<file path="src/design/doze_pkg.sv">
// Constants, register map and power-mode types for the downshift sequencer.
// Assumes a 40 MHz system clock and a byte-wide register map on the serial port.
package doze_pkg;

  // ==========================================================
  // Clock and timing
  localparam int CLK_FREQ_KHZ = 40000; // System clock, kHz
  localparam int POS_PERIOD_US = 4000; // Run-mode position period, us
  localparam int SLOW_PERIOD_US = 10000; // Slow clock period, us
  localparam int POS_PERIOD_CYC = POS_PERIOD_US * CLK_FREQ_KHZ / 1000;
  localparam int SLOW_PERIOD_CYC = SLOW_PERIOD_US * CLK_FREQ_KHZ / 1000;

  // ==========================================================
  // Register offsets (7-bit serial address)
  localparam logic [6:0] OFS_RUN_TO_DOZE1 = 7'h0e;
  localparam logic [6:0] OFS_DOZE1_INTERVAL = 7'h0f;
  localparam logic [6:0] OFS_DOZE1_TO_DOZE2 = 7'h10;
  localparam logic [6:0] OFS_DOZE2_INTERVAL = 7'h11;
  localparam logic [6:0] OFS_DOZE2_TO_DOZE3 = 7'h12;
  localparam logic [6:0] OFS_DOZE3_INTERVAL = 7'h13;
  localparam logic [6:0] OFS_MODE_OVERRIDE = 7'h22;
  localparam logic [6:0] OFS_CHIP_RESET = 7'h3a;

  // Storage slots
  localparam int NUM_REGS = 8;
  localparam logic [2:0] IDX_RUN_TO_DOZE1 = 3'h0;
  localparam logic [2:0] IDX_DOZE1_INTERVAL = 3'h1;
  localparam logic [2:0] IDX_DOZE1_TO_DOZE2 = 3'h2;
  localparam logic [2:0] IDX_DOZE2_INTERVAL = 3'h3;
  localparam logic [2:0] IDX_DOZE2_TO_DOZE3 = 3'h4;
  localparam logic [2:0] IDX_DOZE3_INTERVAL = 3'h5;
  localparam logic [2:0] IDX_MODE_OVERRIDE = 3'h6;
  localparam logic [2:0] IDX_CHIP_RESET = 3'h7;

  // Reset values, slot 7 first down to slot 0
  localparam logic [NUM_REGS-1:0][7:0] REG_RESET = {8'h00, 8'h00, 8'h31, 8'h2f, 8'h09, 8'h1f, 8'h01, 8'h08};

  // ==========================================================
  // Fields and keys
  localparam logic [7:0] CHIP_RESET_KEY = 8'h5a;
  localparam int FORCE_LSB = 4;
  localparam int FORCE_MSB = 6;
  localparam int RUN_SHIFT_LSH = 3; // Times 8
  localparam int DOZE1_SHIFT_LSH = 4; // Times 16
  localparam int DOZE2_SHIFT_LSH = 7; // Times 128
  localparam int SHIFT_W = 15; // 8-bit count times up to 128

  // Forced mode codes
  localparam logic [2:0] FORCE_AUTO = 3'h0;
  localparam logic [2:0] FORCE_DOZE1 = 3'h1;
  localparam logic [2:0] FORCE_DOZE2 = 3'h2;
  localparam logic [2:0] FORCE_DOZE3 = 3'h3;
  localparam logic [2:0] FORCE_RUN1 = 3'h4;
  localparam logic [2:0] FORCE_RUN2 = 3'h5;
  localparam logic [2:0] FORCE_IDLE = 3'h6;

  // ==========================================================
  // Serial framing
  localparam logic [4:0] SER_ADDR_BITS = 5'h08;
  localparam logic [4:0] SER_FRAME_BITS = 5'h10;
  localparam int SER_WRITE_BIT = 15; // First bit: 1 means write

  // Operating modes
  typedef enum logic [2:0] {
    MODE_RUN1,
    MODE_RUN2,
    MODE_IDLE,
    MODE_DOZE1,
    MODE_DOZE2,
    MODE_DOZE3
  } power_mode_e;

  // Address to slot: bit 3 flags a mapped address
  function automatic logic [3:0] reg_slot(input logic [6:0] addr);
    case (addr)
      OFS_RUN_TO_DOZE1: reg_slot = {1'b1, IDX_RUN_TO_DOZE1};
      OFS_DOZE1_INTERVAL: reg_slot = {1'b1, IDX_DOZE1_INTERVAL};
      OFS_DOZE1_TO_DOZE2: reg_slot = {1'b1, IDX_DOZE1_TO_DOZE2};
      OFS_DOZE2_INTERVAL: reg_slot = {1'b1, IDX_DOZE2_INTERVAL};
      OFS_DOZE2_TO_DOZE3: reg_slot = {1'b1, IDX_DOZE2_TO_DOZE3};
      OFS_DOZE3_INTERVAL: reg_slot = {1'b1, IDX_DOZE3_INTERVAL};
      OFS_MODE_OVERRIDE: reg_slot = {1'b1, IDX_MODE_OVERRIDE};
      OFS_CHIP_RESET: reg_slot = {1'b1, IDX_CHIP_RESET};
      default: reg_slot = 4'h0;
    endcase
  endfunction

endpackage

</file>
<file path="src/design/regs_if.sv">
// Carrier between the sequencer and its register store.
// Assumes both ends run on the same system clock.
`timescale 1ns/1ps
interface regs_if;
  logic wr_en; // Write strobe, one cycle
  logic [2:0] wr_idx; // Slot written
  logic [7:0] wr_data; // Byte written
  logic rd_en; // Read strobe, one cycle
  logic [2:0] rd_idx; // Slot read
  logic [7:0] rd_data; // Registered read byte
  logic [doze_pkg::NUM_REGS-1:0][7:0] value; // Live register contents
  logic clear; // Reload reset values

  modport ctrl (output wr_en, wr_idx, wr_data, rd_en, rd_idx, clear, input rd_data, value);
  modport store (input wr_en, wr_idx, wr_data, rd_en, rd_idx, clear, output rd_data, value);
endinterface

</file>
<file path="src/design/doze_reg_store.sv">
// Eight byte register store with registered read data.
// Assumes slot 7 is the write-only chip reset slot and reads as zero.
`timescale 1ns/1ps
module doze_reg_store (
  // Clock and reset
  input wire logic sys_clk_i,
  input wire logic rst_i,
  // Register access
  regs_if.store regs
);

  // ==========================================================
  // State
  typedef struct packed {
    logic [doze_pkg::NUM_REGS-1:0][7:0] mem; // Contents
    logic [7:0] rd_data; // Read register
  } store_s;

  store_s st_ff;
  store_s nxt_st;

  // Write, read and reload
  always_comb begin
    nxt_st = st_ff;
    if (regs.clear) begin
      nxt_st.mem = doze_pkg::REG_RESET;
    end else if (regs.wr_en && regs.wr_idx != doze_pkg::IDX_CHIP_RESET) begin
      nxt_st.mem[regs.wr_idx] = regs.wr_data;
    end
    if (regs.rd_en) begin
      // Write-only slot never echoes the key
      nxt_st.rd_data = (regs.rd_idx == doze_pkg::IDX_CHIP_RESET) ? 8'h00 : st_ff.mem[regs.rd_idx];
    end
  end

  always_ff @(posedge sys_clk_i) begin
    if (rst_i) begin
      st_ff <= '{mem: doze_pkg::REG_RESET, rd_data: 8'h00};
    end else begin
      st_ff <= nxt_st;
    end
  end

  assign regs.rd_data = st_ff.rd_data;
  assign regs.value = st_ff.mem;

endmodule

</file>
<file path="src/design/tick_divider.sv">
// Free-running divider giving a one-cycle tick every CYCLES clocks.
// Assumes clear_i restarts the count from zero.
`timescale 1ns/1ps
module tick_divider #(
  parameter int CYCLES = 4
) (
  // Clock and control
  input wire logic sys_clk_i,
  input wire logic clear_i,
  // Tick out
  output logic tick_o
);

  initial begin
    if (CYCLES < 2 || CYCLES > 2**24) $error("tick_divider: CYCLES out of range");
  end

  // ==========================================================
  // State
  typedef struct packed {
    logic [23:0] cnt; // Cycles into the period
    logic tick; // Period end
  } div_s;

  div_s st_ff;
  div_s nxt_st;

  // Count and wrap
  always_comb begin
    nxt_st = st_ff;
    nxt_st.tick = 1'b0;
    if (st_ff.cnt == 24'(CYCLES - 1)) begin
      nxt_st.cnt = 24'h000000;
      nxt_st.tick = 1'b1;
    end else begin
      nxt_st.cnt = st_ff.cnt + 24'h000001;
    end
  end

  always_ff @(posedge sys_clk_i) begin
    if (clear_i) begin
      st_ff <= '{cnt: 24'h000000, tick: 1'b0};
    end else begin
      st_ff <= nxt_st;
    end
  end

  assign tick_o = st_ff.tick;

endmodule

</file>
<file path="src/design/doze_sequencer.sv">
// Power-saving downshift sequencer with its serial register port.
// Assumes SCLK and SDIO are synchronous to sys_clk_i and SCLK half periods last 3 clocks or more.
// Behaviour
// - Run holds for run count times 8 position periods
// - Doze frame is (interval plus one) slow periods
// - Doze1 to doze2 after count times interval times 16
// - Doze2 to doze3 after count times interval times 128
// - Override field 6:4 pins the operating mode
// - Writing 0x5a to reset register resets chip
`timescale 1ns/1ps
module doze_sequencer #(
  parameter int POS_PERIOD_CYC = doze_pkg::POS_PERIOD_CYC,
  parameter int SLOW_PERIOD_CYC = doze_pkg::SLOW_PERIOD_CYC
) (
  // Clock and reset
  input wire logic sys_clk_i,
  input wire logic rst_i,
  // Two-wire serial port
  input wire logic sclk_i,
  input wire logic sdio_i,
  output logic sdio_o,
  output logic sdio_oe_o,
  // Sensor side
  input wire logic motion_i,
  output logic [2:0] power_mode_o,
  output logic frame_strobe_o,
  output logic chip_reset_o
);

  initial begin
    if (POS_PERIOD_CYC < 2 || SLOW_PERIOD_CYC < 2) $error("doze_sequencer: periods too short");
  end

  // ==========================================================
  // State
  typedef struct packed {
    logic sclk_prev; // Last SCLK sample
    logic [4:0] bit_cnt; // Bits seen in this frame
    logic [15:0] shift_in; // Address and data bits in
    logic [7:0] shift_out; // Read byte going out
    logic rd_wait; // Read data due from store
    logic rd_load; // Load read byte next cycle
    logic rd_frame; // Read frame in progress
    logic sdio; // Driven data bit
    logic sdio_oe; // Drive enable
    logic soft_rst; // Chip reset pulse
    doze_pkg::power_mode_e mode; // Operating mode
    logic [2:0] force_seen; // Override applied last
    logic [7:0] slow_cnt; // Slow ticks in this doze frame
    logic [doze_pkg::SHIFT_W-1:0] frame_cnt; // Quiet frames in this mode
    logic frame; // Frame end
  } seq_s;

  seq_s st_ff;
  seq_s nxt_st;
  logic clear_all; // Hard or chip reset
  logic pos_tick; // Position period end
  logic slow_tick; // Slow clock period end
  logic [3:0] slot; // Decoded address
  logic [3:0] rd_slot; // Decoded address of a read
  logic [2:0] force_code; // Override field
  logic [doze_pkg::SHIFT_W-1:0] shift_limit; // Frames before downshift
  logic frame_end; // Current frame completes
  logic [7:0] interval; // Doze interval register

  regs_if regs ();

  // ==========================================================
  // Sub-blocks
  doze_reg_store u_store (
    .sys_clk_i(sys_clk_i),
    .rst_i(rst_i),
    .regs(regs.store)
  );

  tick_divider #(.CYCLES(POS_PERIOD_CYC)) u_pos_div (
    .sys_clk_i(sys_clk_i),
    .clear_i(clear_all),
    .tick_o(pos_tick)
  );

  tick_divider #(.CYCLES(SLOW_PERIOD_CYC)) u_slow_div (
    .sys_clk_i(sys_clk_i),
    .clear_i(clear_all),
    .tick_o(slow_tick)
  );

  // Chip reset clears everything the next cycle
  assign clear_all = rst_i | st_ff.soft_rst;
  // At the last write bit the address sits just below the write flag
  assign slot = doze_pkg::reg_slot(st_ff.shift_in[13:7]);
  assign rd_slot = doze_pkg::reg_slot({st_ff.shift_in[5:0], sdio_i});
  assign force_code = regs.value[doze_pkg::IDX_MODE_OVERRIDE][doze_pkg::FORCE_MSB:doze_pkg::FORCE_LSB];

  // ==========================================================
  // Frame timing per mode
  always_comb begin
    interval = 8'h00;
    shift_limit = '0;
    case (st_ff.mode)
      doze_pkg::MODE_DOZE1: begin
        interval = regs.value[doze_pkg::IDX_DOZE1_INTERVAL];
        shift_limit = doze_pkg::SHIFT_W'(regs.value[doze_pkg::IDX_DOZE1_TO_DOZE2]);
        shift_limit = shift_limit << doze_pkg::DOZE1_SHIFT_LSH;
      end
      doze_pkg::MODE_DOZE2: begin
        interval = regs.value[doze_pkg::IDX_DOZE2_INTERVAL];
        shift_limit = doze_pkg::SHIFT_W'(regs.value[doze_pkg::IDX_DOZE2_TO_DOZE3]);
        shift_limit = shift_limit << doze_pkg::DOZE2_SHIFT_LSH;
      end
      doze_pkg::MODE_DOZE3: begin
        interval = regs.value[doze_pkg::IDX_DOZE3_INTERVAL];
      end
      doze_pkg::MODE_RUN1: begin
        shift_limit = doze_pkg::SHIFT_W'(regs.value[doze_pkg::IDX_RUN_TO_DOZE1]);
        shift_limit = shift_limit << doze_pkg::RUN_SHIFT_LSH;
      end
      default: begin
        shift_limit = '0;
      end
    endcase
  end

  // Run frames follow the position period, doze frames count slow ticks
  assign frame_end = (st_ff.mode inside {doze_pkg::MODE_DOZE1, doze_pkg::MODE_DOZE2, doze_pkg::MODE_DOZE3})
                     ? (slow_tick && st_ff.slow_cnt == interval) : pos_tick;

  // Override code to the mode it pins; auto lands in run1 too
  function automatic doze_pkg::power_mode_e force_mode(input logic [2:0] code);
    case (code)
      doze_pkg::FORCE_DOZE1: force_mode = doze_pkg::MODE_DOZE1;
      doze_pkg::FORCE_DOZE2: force_mode = doze_pkg::MODE_DOZE2;
      doze_pkg::FORCE_DOZE3: force_mode = doze_pkg::MODE_DOZE3;
      doze_pkg::FORCE_RUN1: force_mode = doze_pkg::MODE_RUN1;
      doze_pkg::FORCE_RUN2: force_mode = doze_pkg::MODE_RUN2;
      doze_pkg::FORCE_IDLE: force_mode = doze_pkg::MODE_IDLE;
      default: force_mode = doze_pkg::MODE_RUN1;
    endcase
  endfunction

  // ==========================================================
  // Next state: serial port, then power modes
  always_comb begin
    nxt_st = st_ff;
    nxt_st.sclk_prev = sclk_i;
    nxt_st.soft_rst = 1'b0;
    nxt_st.frame = 1'b0;
    nxt_st.rd_load = 1'b0;
    regs.wr_en = 1'b0;
    regs.wr_idx = slot[2:0];
    regs.wr_data = {st_ff.shift_in[6:0], sdio_i};
    regs.rd_en = 1'b0;
    regs.rd_idx = slot[2:0];
    regs.clear = st_ff.soft_rst;

    // Rising SCLK: sample a bit
    if (sclk_i && !st_ff.sclk_prev) begin
      nxt_st.shift_in = {st_ff.shift_in[14:0], sdio_i};
      nxt_st.bit_cnt = st_ff.bit_cnt + 5'h01;
      if (st_ff.bit_cnt == doze_pkg::SER_ADDR_BITS - 5'h01 && !st_ff.shift_in[6]) begin
        // Address complete on a read: fetch the byte
        regs.rd_en = 1'b1;
        // Unmapped addresses fetch the write-only slot, which reads as zero
        regs.rd_idx = rd_slot[3] ? rd_slot[2:0] : doze_pkg::IDX_CHIP_RESET;
        nxt_st.rd_wait = 1'b1;
        nxt_st.rd_frame = 1'b1;
      end
      if (st_ff.bit_cnt == doze_pkg::SER_FRAME_BITS - 5'h01) begin
        nxt_st.bit_cnt = 5'h00;
        nxt_st.sdio_oe = 1'b0;
        nxt_st.rd_frame = 1'b0;
        if (st_ff.shift_in[doze_pkg::SER_WRITE_BIT - 1] && slot[3]) begin
          regs.wr_en = 1'b1;
          // Only the key triggers; other values are dropped
          if (slot[2:0] == doze_pkg::IDX_CHIP_RESET && regs.wr_data == doze_pkg::CHIP_RESET_KEY) begin
            nxt_st.soft_rst = 1'b1;
          end
        end
      end
    end

    // Read byte arrives one cycle after the fetch
    if (st_ff.rd_wait) begin
      nxt_st.rd_wait = 1'b0;
      nxt_st.rd_load = 1'b1;
    end
    if (st_ff.rd_load) begin
      nxt_st.shift_out = regs.rd_data;
    end

    // Falling SCLK in the data phase of a read: drive next bit, MSB first
    if (!sclk_i && st_ff.sclk_prev && st_ff.rd_frame && st_ff.bit_cnt >= doze_pkg::SER_ADDR_BITS) begin
      nxt_st.sdio = st_ff.shift_out[7];
      nxt_st.shift_out = {st_ff.shift_out[6:0], 1'b0};
      nxt_st.sdio_oe = 1'b1;
    end

    // Power mode sequencing
    nxt_st.force_seen = force_code;
    if (force_code != st_ff.force_seen) begin
      // Override changed: jump and restart the timers
      nxt_st.slow_cnt = 8'h00;
      nxt_st.frame_cnt = '0;
      nxt_st.mode = force_mode(force_code);
    end else if (force_code == doze_pkg::FORCE_AUTO && motion_i) begin
      // Motion wakes to run and restarts the downshift count
      nxt_st.mode = doze_pkg::MODE_RUN1;
      nxt_st.frame_cnt = '0;
      if (st_ff.mode != doze_pkg::MODE_RUN1) begin
        nxt_st.slow_cnt = 8'h00;
      end
    end else begin
      if (slow_tick) begin
        nxt_st.slow_cnt = (st_ff.slow_cnt == interval) ? 8'h00 : st_ff.slow_cnt + 8'h01;
      end
      if (frame_end) begin
        nxt_st.frame = 1'b1;
        // Downshift only in automatic mode and with a nonzero count
        if (force_code == doze_pkg::FORCE_AUTO && shift_limit != '0
            && st_ff.frame_cnt == shift_limit - 1'b1) begin
          nxt_st.frame_cnt = '0;
          nxt_st.slow_cnt = 8'h00;
          case (st_ff.mode)
            doze_pkg::MODE_RUN1: nxt_st.mode = doze_pkg::MODE_DOZE1;
            doze_pkg::MODE_DOZE1: nxt_st.mode = doze_pkg::MODE_DOZE2;
            doze_pkg::MODE_DOZE2: nxt_st.mode = doze_pkg::MODE_DOZE3;
            default: nxt_st.mode = st_ff.mode;
          endcase
        end else begin
          nxt_st.frame_cnt = st_ff.frame_cnt + 1'b1;
        end
      end
    end
  end

  always_ff @(posedge sys_clk_i) begin
    if (clear_all) begin
      // SCLK idles high, so a low start value would fake a first edge
      st_ff <= '{sclk_prev: 1'b1, bit_cnt: 5'h00, shift_in: 16'h0000, shift_out: 8'h00, rd_wait: 1'b0,
                 rd_load: 1'b0, rd_frame: 1'b0, sdio: 1'b0, sdio_oe: 1'b0, soft_rst: 1'b0,
                 mode: doze_pkg::MODE_RUN1,
                 force_seen: doze_pkg::FORCE_AUTO, slow_cnt: 8'h00, frame_cnt: '0, frame: 1'b0};
    end else begin
      st_ff <= nxt_st;
    end
  end

  assign sdio_o = st_ff.sdio;
  assign sdio_oe_o = st_ff.sdio_oe;
  assign power_mode_o = st_ff.mode;
  assign frame_strobe_o = st_ff.frame;
  assign chip_reset_o = st_ff.soft_rst;

endmodule

</file>
<file path="config.mk">
export PLATFORM = sky130hd
export DESIGN_NAME = doze_sequencer
export DESIGN_NICKNAME = d
export VERILOG_FILES = /design/src/design/doze_pkg.sv /design/src/design/regs_if.sv /design/src/design/doze_reg_store.sv /design/src/design/tick_divider.sv /design/src/design/doze_sequencer.sv
export SDC_FILE = /design/constraint.sdc
export NUM_CORES = 1
export LEC_CHECK = 0
export BUFFER_PORTS_ARGS = -buffer_cell sky130_fd_sc_hd__buf_2
export CAP_MARGIN = 10
export CELL_PAD_IN_SITES_DETAIL_PLACEMENT = 0
export CELL_PAD_IN_SITES_GLOBAL_PLACEMENT = 2
export CORE_ASPECT_RATIO = 1.25
export CORE_UTILIZATION = 39
export CTS_CLUSTER_SIZE = 28
export DETAILED_ROUTE_END_ITERATION = 10
export HOLD_SLACK_MARGIN = 0.03
export PLACE_DENSITY_LB_ADDON = 0.1
export SETUP_SLACK_MARGIN = 0.2
export SYNTH_ARGS = -nofsm -noshare
export SYNTH_HDL_FRONTEND = slang
export SYNTH_SLANG_ARGS = --single-unit
</file>
<file path="constraint.sdc">
create_clock -name sys_clk_i -period 4.1 [get_ports sys_clk_i]
set_input_delay 0.82 -clock sys_clk_i [delete_from_list [all_inputs] [get_ports sys_clk_i]]
set_output_delay 0.82 -clock sys_clk_i [all_outputs]
set_load 0.01 [all_outputs]
</file>
==> flow_summary.toml, run 1 <==
[status]
status = "finished with violations"
violations = "DRC"

[logic_synthesis]
async_flop_share_pct = 0
ys_ff_latch = 179
synth_xor_xnor_area_share_pct = 6.68
synthesis.nets = 1094
yosys.area_share.simple_pct = 27.2
avgSynthCellArea_sq_um = 8.48
synth_top_family_by_area = "simple AND/OR/NAND/NOR gates"
syn_inst = 1082
synth_area_sq_um = 9170
synth_compound_area_share_pct = 12.1
yosys_most_used_dff = "dfxtp_1"
ys_types = 83
synth_edf_count = 0
synth-seq-area-share_pct = 39.1
synth_adder_area_share_pct = 0.955
synth.area.mux_share_pct = 9.62
ys_warn_count = 0

[sta]
hold_viol = 0
setup_slack_ns = 0.539
relSlewSlack_pct = 47.2
setup_tns_ns = 0
min_period_ns = 3.56
setup_violations = 0
fmax_mhz = 281
worst_pin_slew_ns = 0.786
maxSlewViolCount = 0
period_share_pct = 86.9
rsz0062_at_grt = "false"
skew_ns = 0.0120

[cts]
clk_path_buf_depth = 2
cts_hold_buf = 0
cts_resized = 0
cts_setup_buffers = 0
clk_pin_slew_worst_paths_ns = 0.07
htreeDepth = 4
cts_tree = "done"
numCtsBuffers = 17
cts-root-buf = "clkbuf_16"
clock-sinks = 179
clk_latency_ns = 0.44

[placement]
dp_slack_ns = 0.513
dpl.hpwl_mm = 18.0
placed_area_sq_um = 9460
placed_cells = 1338
io_buffers = 11
gp_congestion = 0.872

[global_route]
grt_pass1_wl_mm = 40.0
grt_antenna_before_repair = 0
grt_start_max_net_pins = 33
grt_pass1_vias = 7157
grt.overflow.total = 0
grtUsageTotal_pct = 21.3

[detailed_routing]
viasPerCell = 5.41
routed_wl_mm = 24.7
vias = 7413
wire_per_inst_um = 18.1
detail_route.first_pass.iterations = 9
route.detailed.drc = 1
drtIter0Drc = 466
ant_nets = 0

[layout]
drive_gt1_share_pct = 10.4
fillers = 2354
finalInstanceArea_sq_um = 10000
area_growth_pct = 9.52
fin_cells = 1370
nets = 1081
multi_input_comb_area_sq_um = 5220
register_area_sq_um = 3580
diodes = 0
fin_util_pct = 43.6

[floorplanning]
ios = 12
start_util_pct = 39.8
dieWidth_um = 139
dieArea_sq_um = 24100
coreArea_sq_um = 23000
rows = 62
dieHeight_um = 173

[worst_setup_path]
end_kind = "flop"
critical_path_class = "flop to flop"
r2r_cells = 11
worstPathRequired_ns = 4.41
cp_max_fo = 22
cp-start-kind = "flop"
worstPathArrival_ns = 3.87

[power]
p_int_w = 0.00269
seq_power_share_pct = 49.9
clockPowerShare_pct = 47.0
p_switching_w = 0.000828
ir_drop_uv = 272
p_comb_share_pct = 3.1
powerDensity_nw_per_um2 = 350
p_sw_share_pct = 23.5
p_leak_nw = 3.70

[job]
maxCapViolCount = 0

[min_path]
min_path_type = "flop to flop"
hold_depth = 1
-- registers in the layout, summed over array words and instances, names as in the netlist, 3 cells and up --
signal / cells
regs.wr_data: 7
u_store.regs.rd_data: 8
u_slow_div.st_ff: 24
u_store.regs.value: 56
u_pos_div.st_ff: 24
st_ff: 51
power_mode_o: 3
-- power by group through the flow --
stage / Clock [W] / Combinational, W / Sequential [W]
floorplan: 0 / 0.0000821 / 0.00179
global placement: 0 / 0.000112 / 0.00179
detailed placement: 0 / 0.000110 / 0.00179
CTS: 0.00170 / 0.000111 / 0.00175
global route: 0.00177 / 0.000123 / 0.00175
finish: 0.00165 / 0.000110 / 0.00175
-- path summary, 6_finish.rpt --
kind                            end                    startpoint  slack, ns
min            st_ff[35]$_SDFF_PP0_          st_ff[35]$_SDFF_PP0_       0.41
max reg2reg  st_ff[12]$_SDFFE_PP0P_  power_mode_o[0]$_SDFFE_PP0P_       0.54
max          st_ff[12]$_SDFFE_PP0P_  power_mode_o[0]$_SDFFE_PP0P_       0.54
min reg2reg    st_ff[35]$_SDFF_PP0_          st_ff[35]$_SDFF_PP0_       0.41
-- cell families (layout without fill, tap and decap cells) --
family,after synthesis,in the layout
compound gates,162,162
buf+inv,80,80
flops,179,179
simple gates,497,497
fa+ha+maj,7,7
xor+xnor,70,70
mux,87,87
-- metrics by stage --
step	hold WS (ns)	power (W)
finish	0.414	0.00352
global route	0.444	0.00365
detailed placement	0.407	0.00190
CTS	0.417	0.00356
global placement	0.409	0.00191
floorplan	0.392	0.00187
-- placed cells by master (no fill, tap or decap), drive strengths merged, types with 13 or more instances in the layout --
| cell type | n |
|---|---|
| clkbuf | 18 |
| o21ai | 27 |
| nor3 | 18 |
| dfxtp | 179 |
| mux2i | 78 |
| nand4 | 24 |
| buf | 39 |
| xnor2 | 30 |
| nand3 | 43 |
| xor2 | 40 |
| nand2 | 125 |
| inv | 13 |
| a211oi | 25 |
| and3 | 23 |
| nor2 | 157 |
| a21oi | 48 |
| nor4 | 14 |
-- cells in the mapped netlist (3+ instances only) --
cell type  number  area, sq um
a211oi_1       25          188
a21o_1          5         37.5
a21oi_1        48          240
a22o_1          5         43.8
a2bb2oi_1       5         43.8
a31o_2          5         43.8
a31oi_1         6         37.5
and2_1          9         56.3
and3_1         23          144
and4_1          3         26.3
and4b_1         4         40.0
buf_1           6         22.5
buf_2           8         40.0
buf_4           5         37.5
buf_6           4         45.0
clkbuf_1       45          169
dfxtp_1       179         3580
ha_1            7         87.6
inv_1           8         30.0
mux2_2          9          101
mux2i_1        78          781
nand2_1       125          469
nand2b_1        5         31.3
nand3_1        43          215
nand4_1        24          150
nand4b_1       11         96.3
nor2_1        157          589
nor2b_1         8         50.1
nor3_1         16         80.1
nor3b_1         6         45.0
nor4_1         13         81.3
nor4b_1         8         70.1
o211ai_1        5         37.5
o21ai_0        25          125
o2bb2ai_1       3         26.3
o31ai_1         4         30.0
or2_2           4         25.0
or3_1          12         75.1
or3b_2          3         26.3
or4_1           4         30.0
or4bb_1         3         33.8
xnor2_1        30          263
xor2_1         40          350
-- per-layer routing --
layer,up-vias,global-route usage [%],routed length [um]
met5,-,0,0
met4,0,6.85,533
met3,29,3.20,548
met2,98,36.2,11800
met1,3480,27.7,11900
li1,3806,-,-
-- critical path: stages (launching register included) --
cell	delay, ns
dfxtp_1	0.40
buf_4	0.24
nor3_1	0.35
nand2_1	0.19
ha_1	0.33
nand3_1	0.27
o2111ai_1	0.16
a2111o_1	0.36
nor4_1	0.27
and4b_4	0.42
or2b_2	0.34
nor2_1	0.09
-- layout make-up --
cell class	instances	share of cell area (%)
Clock inverter	14	1.54
Clock buffer	18	4.27
Multi-Input combinational cell	823	51.9
Sequential cell	179	35.7
Timing Repair Buffer	39	2.64
Inverter	9	0.361
Tap cell	288	3.59
Note: power is estimated with default switching activity, not from simulation.
==> inputs of run 2 (changes only) <==
Clock period 4.1 ns to 3.5 ns, I/O delays scaled along.
==> run 2 against run 1 <==
The flow still finishes with violations (DRC). Combinational power increased by 25%. Utilization increased by 1.1 points. Worst hold slack improved by 0.0022 ns. Critical path depth increased by 1. Clock-buffer cell count unchanged. Worst setup slack got worse by 0.18 ns. Sequential share of layout area decreased by 0.83 points. Die area unchanged. Fmax increased by 13%. Sequential cell count unchanged. Design area increased by 2.5%. Clock skew decreased by 0.0033 ns. Largest power group unchanged.
==> flow_summary.toml, run 2 (same netlist as run 1, synthesis figures left out) <==
[floorplanning]
ios = 12
dieWidth_um = 139
start_util_pct = 39.8
rows = 62
dieArea_sq_um = 24100
coreArea_sq_um = 23000
dieHeight_um = 173

[layout]
finalInstanceArea_sq_um = 10300
largest_reg_flops = 56
layout_commonest_cell = "dfxtp_1"
final_cell_mix = "dfxtp_1, nor2_1, nand2_1"
nets = 1109
drive_gt1_share_pct = 13.2
area_growth_pct = 12.2
diodes = 0

[worst_setup_path]
worstPathArrival_ns = 3.47
critical_path_class = "flop to flop"
r2r_cells = 12
end_kind = "flop"
cp_max_fo = 11
cp-start-kind = "flop"
worstPathRequired_ns = 3.83
r2r_slack_ns = 0.36

[placement]
placed_area_sq_um = 9650
dpl.hpwl_mm = 18.3
gp_congestion = 0.819
io_buffers = 11
dp_slack_ns = 0.238

[detailed_routing]
route.detailed.drc = 1
drtIter0Drc = 383
viasPerCell = 5.45
detail_route.first_pass.iterations = 8
ant_nets = 0
routed_wl_mm = 24.8
wire_per_inst_um = 17.8
vias = 7626

[sta]
setup_slack_ns = 0.358
whs_ns = 0.416
rsz0062_at_grt = "false"
setup_violations = 0
fmax_mhz = 318
min_period_ns = 3.14
hold_viol = 0
maxSlewViolCount = 0
period_share_pct = 89.8
setup_tns_ns = 0
relSlewSlack_pct = 46.4
skew_ns = 0.00873
worst_pin_slew_ns = 0.803

[cts]
clock-sinks = 179
cts_tree = "done"
numCtsBuffers = 17
cts-root-buf = "clkbuf_16"
cts_hold_buf = 0
clk_path_buf_depth = 2
clk_latency_ns = 0.43
htreeDepth = 4
clk_pin_slew_worst_paths_ns = 0.07

[global_route]
grt_pass1_wl_mm = 40.6
grt_antenna_before_repair = 0
grt.overflow.total = 0
grtUsageTotal_pct = 21.6
grt_start_max_net_pins = 25
grt_pass1_vias = 7393

[min_path]
hold_depth = 1
min_path_type = "flop to flop"

[status]
status = "finished with violations"
violations = "DRC"

[power]
p_total_w = 0.00411
ir_drop_uv = 311
p_leak_nw = 3.86
powerDensity_nw_per_um2 = 399

[job]
maxCapViolCount = 0
-- run 2: timing repair --
| action | 4_1_cts | 5_1_grt |
|---|---|---|
| buffers inserted | 0 | 4 |
| resized for setup | 0 | 9 |
| setup endpoints to repair | 0 | 28 |
-- run 2: area by class of cell --
class	instances	area, sq um
Tap cell	288	360
Inverter	9	36.3
Sequential cell	179	3590
Fill cell	2310	12700
Timing Repair Buffer	67	495
Multi-Input combinational cell	823	5230
Clock inverter	14	146
Clock buffer	18	439
-- run 2: worst paths after layout --
check                                                  start                endpoint
worst min-delay path                    st_ff[35]$_SDFF_PP0_    st_ff[35]$_SDFF_PP0_
worst max-delay path            power_mode_o[2]$_SDFFE_PP0P_  st_ff[19]$_SDFFE_PP0P_
worst max register to register  power_mode_o[2]$_SDFFE_PP0P_  st_ff[19]$_SDFFE_PP0P_
worst min register to register          st_ff[35]$_SDFF_PP0_    st_ff[35]$_SDFF_PP0_
-- run 2: metal layers --
| layer | share of wire, % | vias to the layer above | GRT usage [%] | routed length [um] |
|---|---|---|---|---|
| met5 | 0 | - | 0 | 0 |
| met1 | 47 | 3664 | 27.4 | 11700 |
| met3 | 1.6 | 27 | 2.96 | 386 |
| met4 | 2.1 | 0 | 7.69 | 533 |
| li1 | - | 3860 | - | - |
| met2 | 49 | 75 | 37.2 | 12200 |
-- run 2: per-stage QoR --
step	instances	util (%)
finish	1398	44.7
global route	1398	44.7
CTS	1394	44.4
detailed placement	1362	41.9
global placement	1362	41.9
floorplan	1082	-
-- run 2: worst max-delay path: stages (launching register included) --
cell and delay (ns):
dfxtp_2 0.36, buf_4 0.18, nor3b_1 0.15, buf_4 0.19, a22o_1 0.27, or4_1 0.43, o311a_1 0.30, nor3_1 0.19
o22ai_1 0.13, and4b_4 0.42, buf_4 0.16, o31ai_1 0.07, a21o_1 0.18
-- run 2: where the power goes --
part	leakage (nW)	internal [W]	switching, W
combinational	2.13	0.0000461	0.0000912
clock	0.291	0.00103	0.000892
sequential	1.44	0.00204	0.0000112
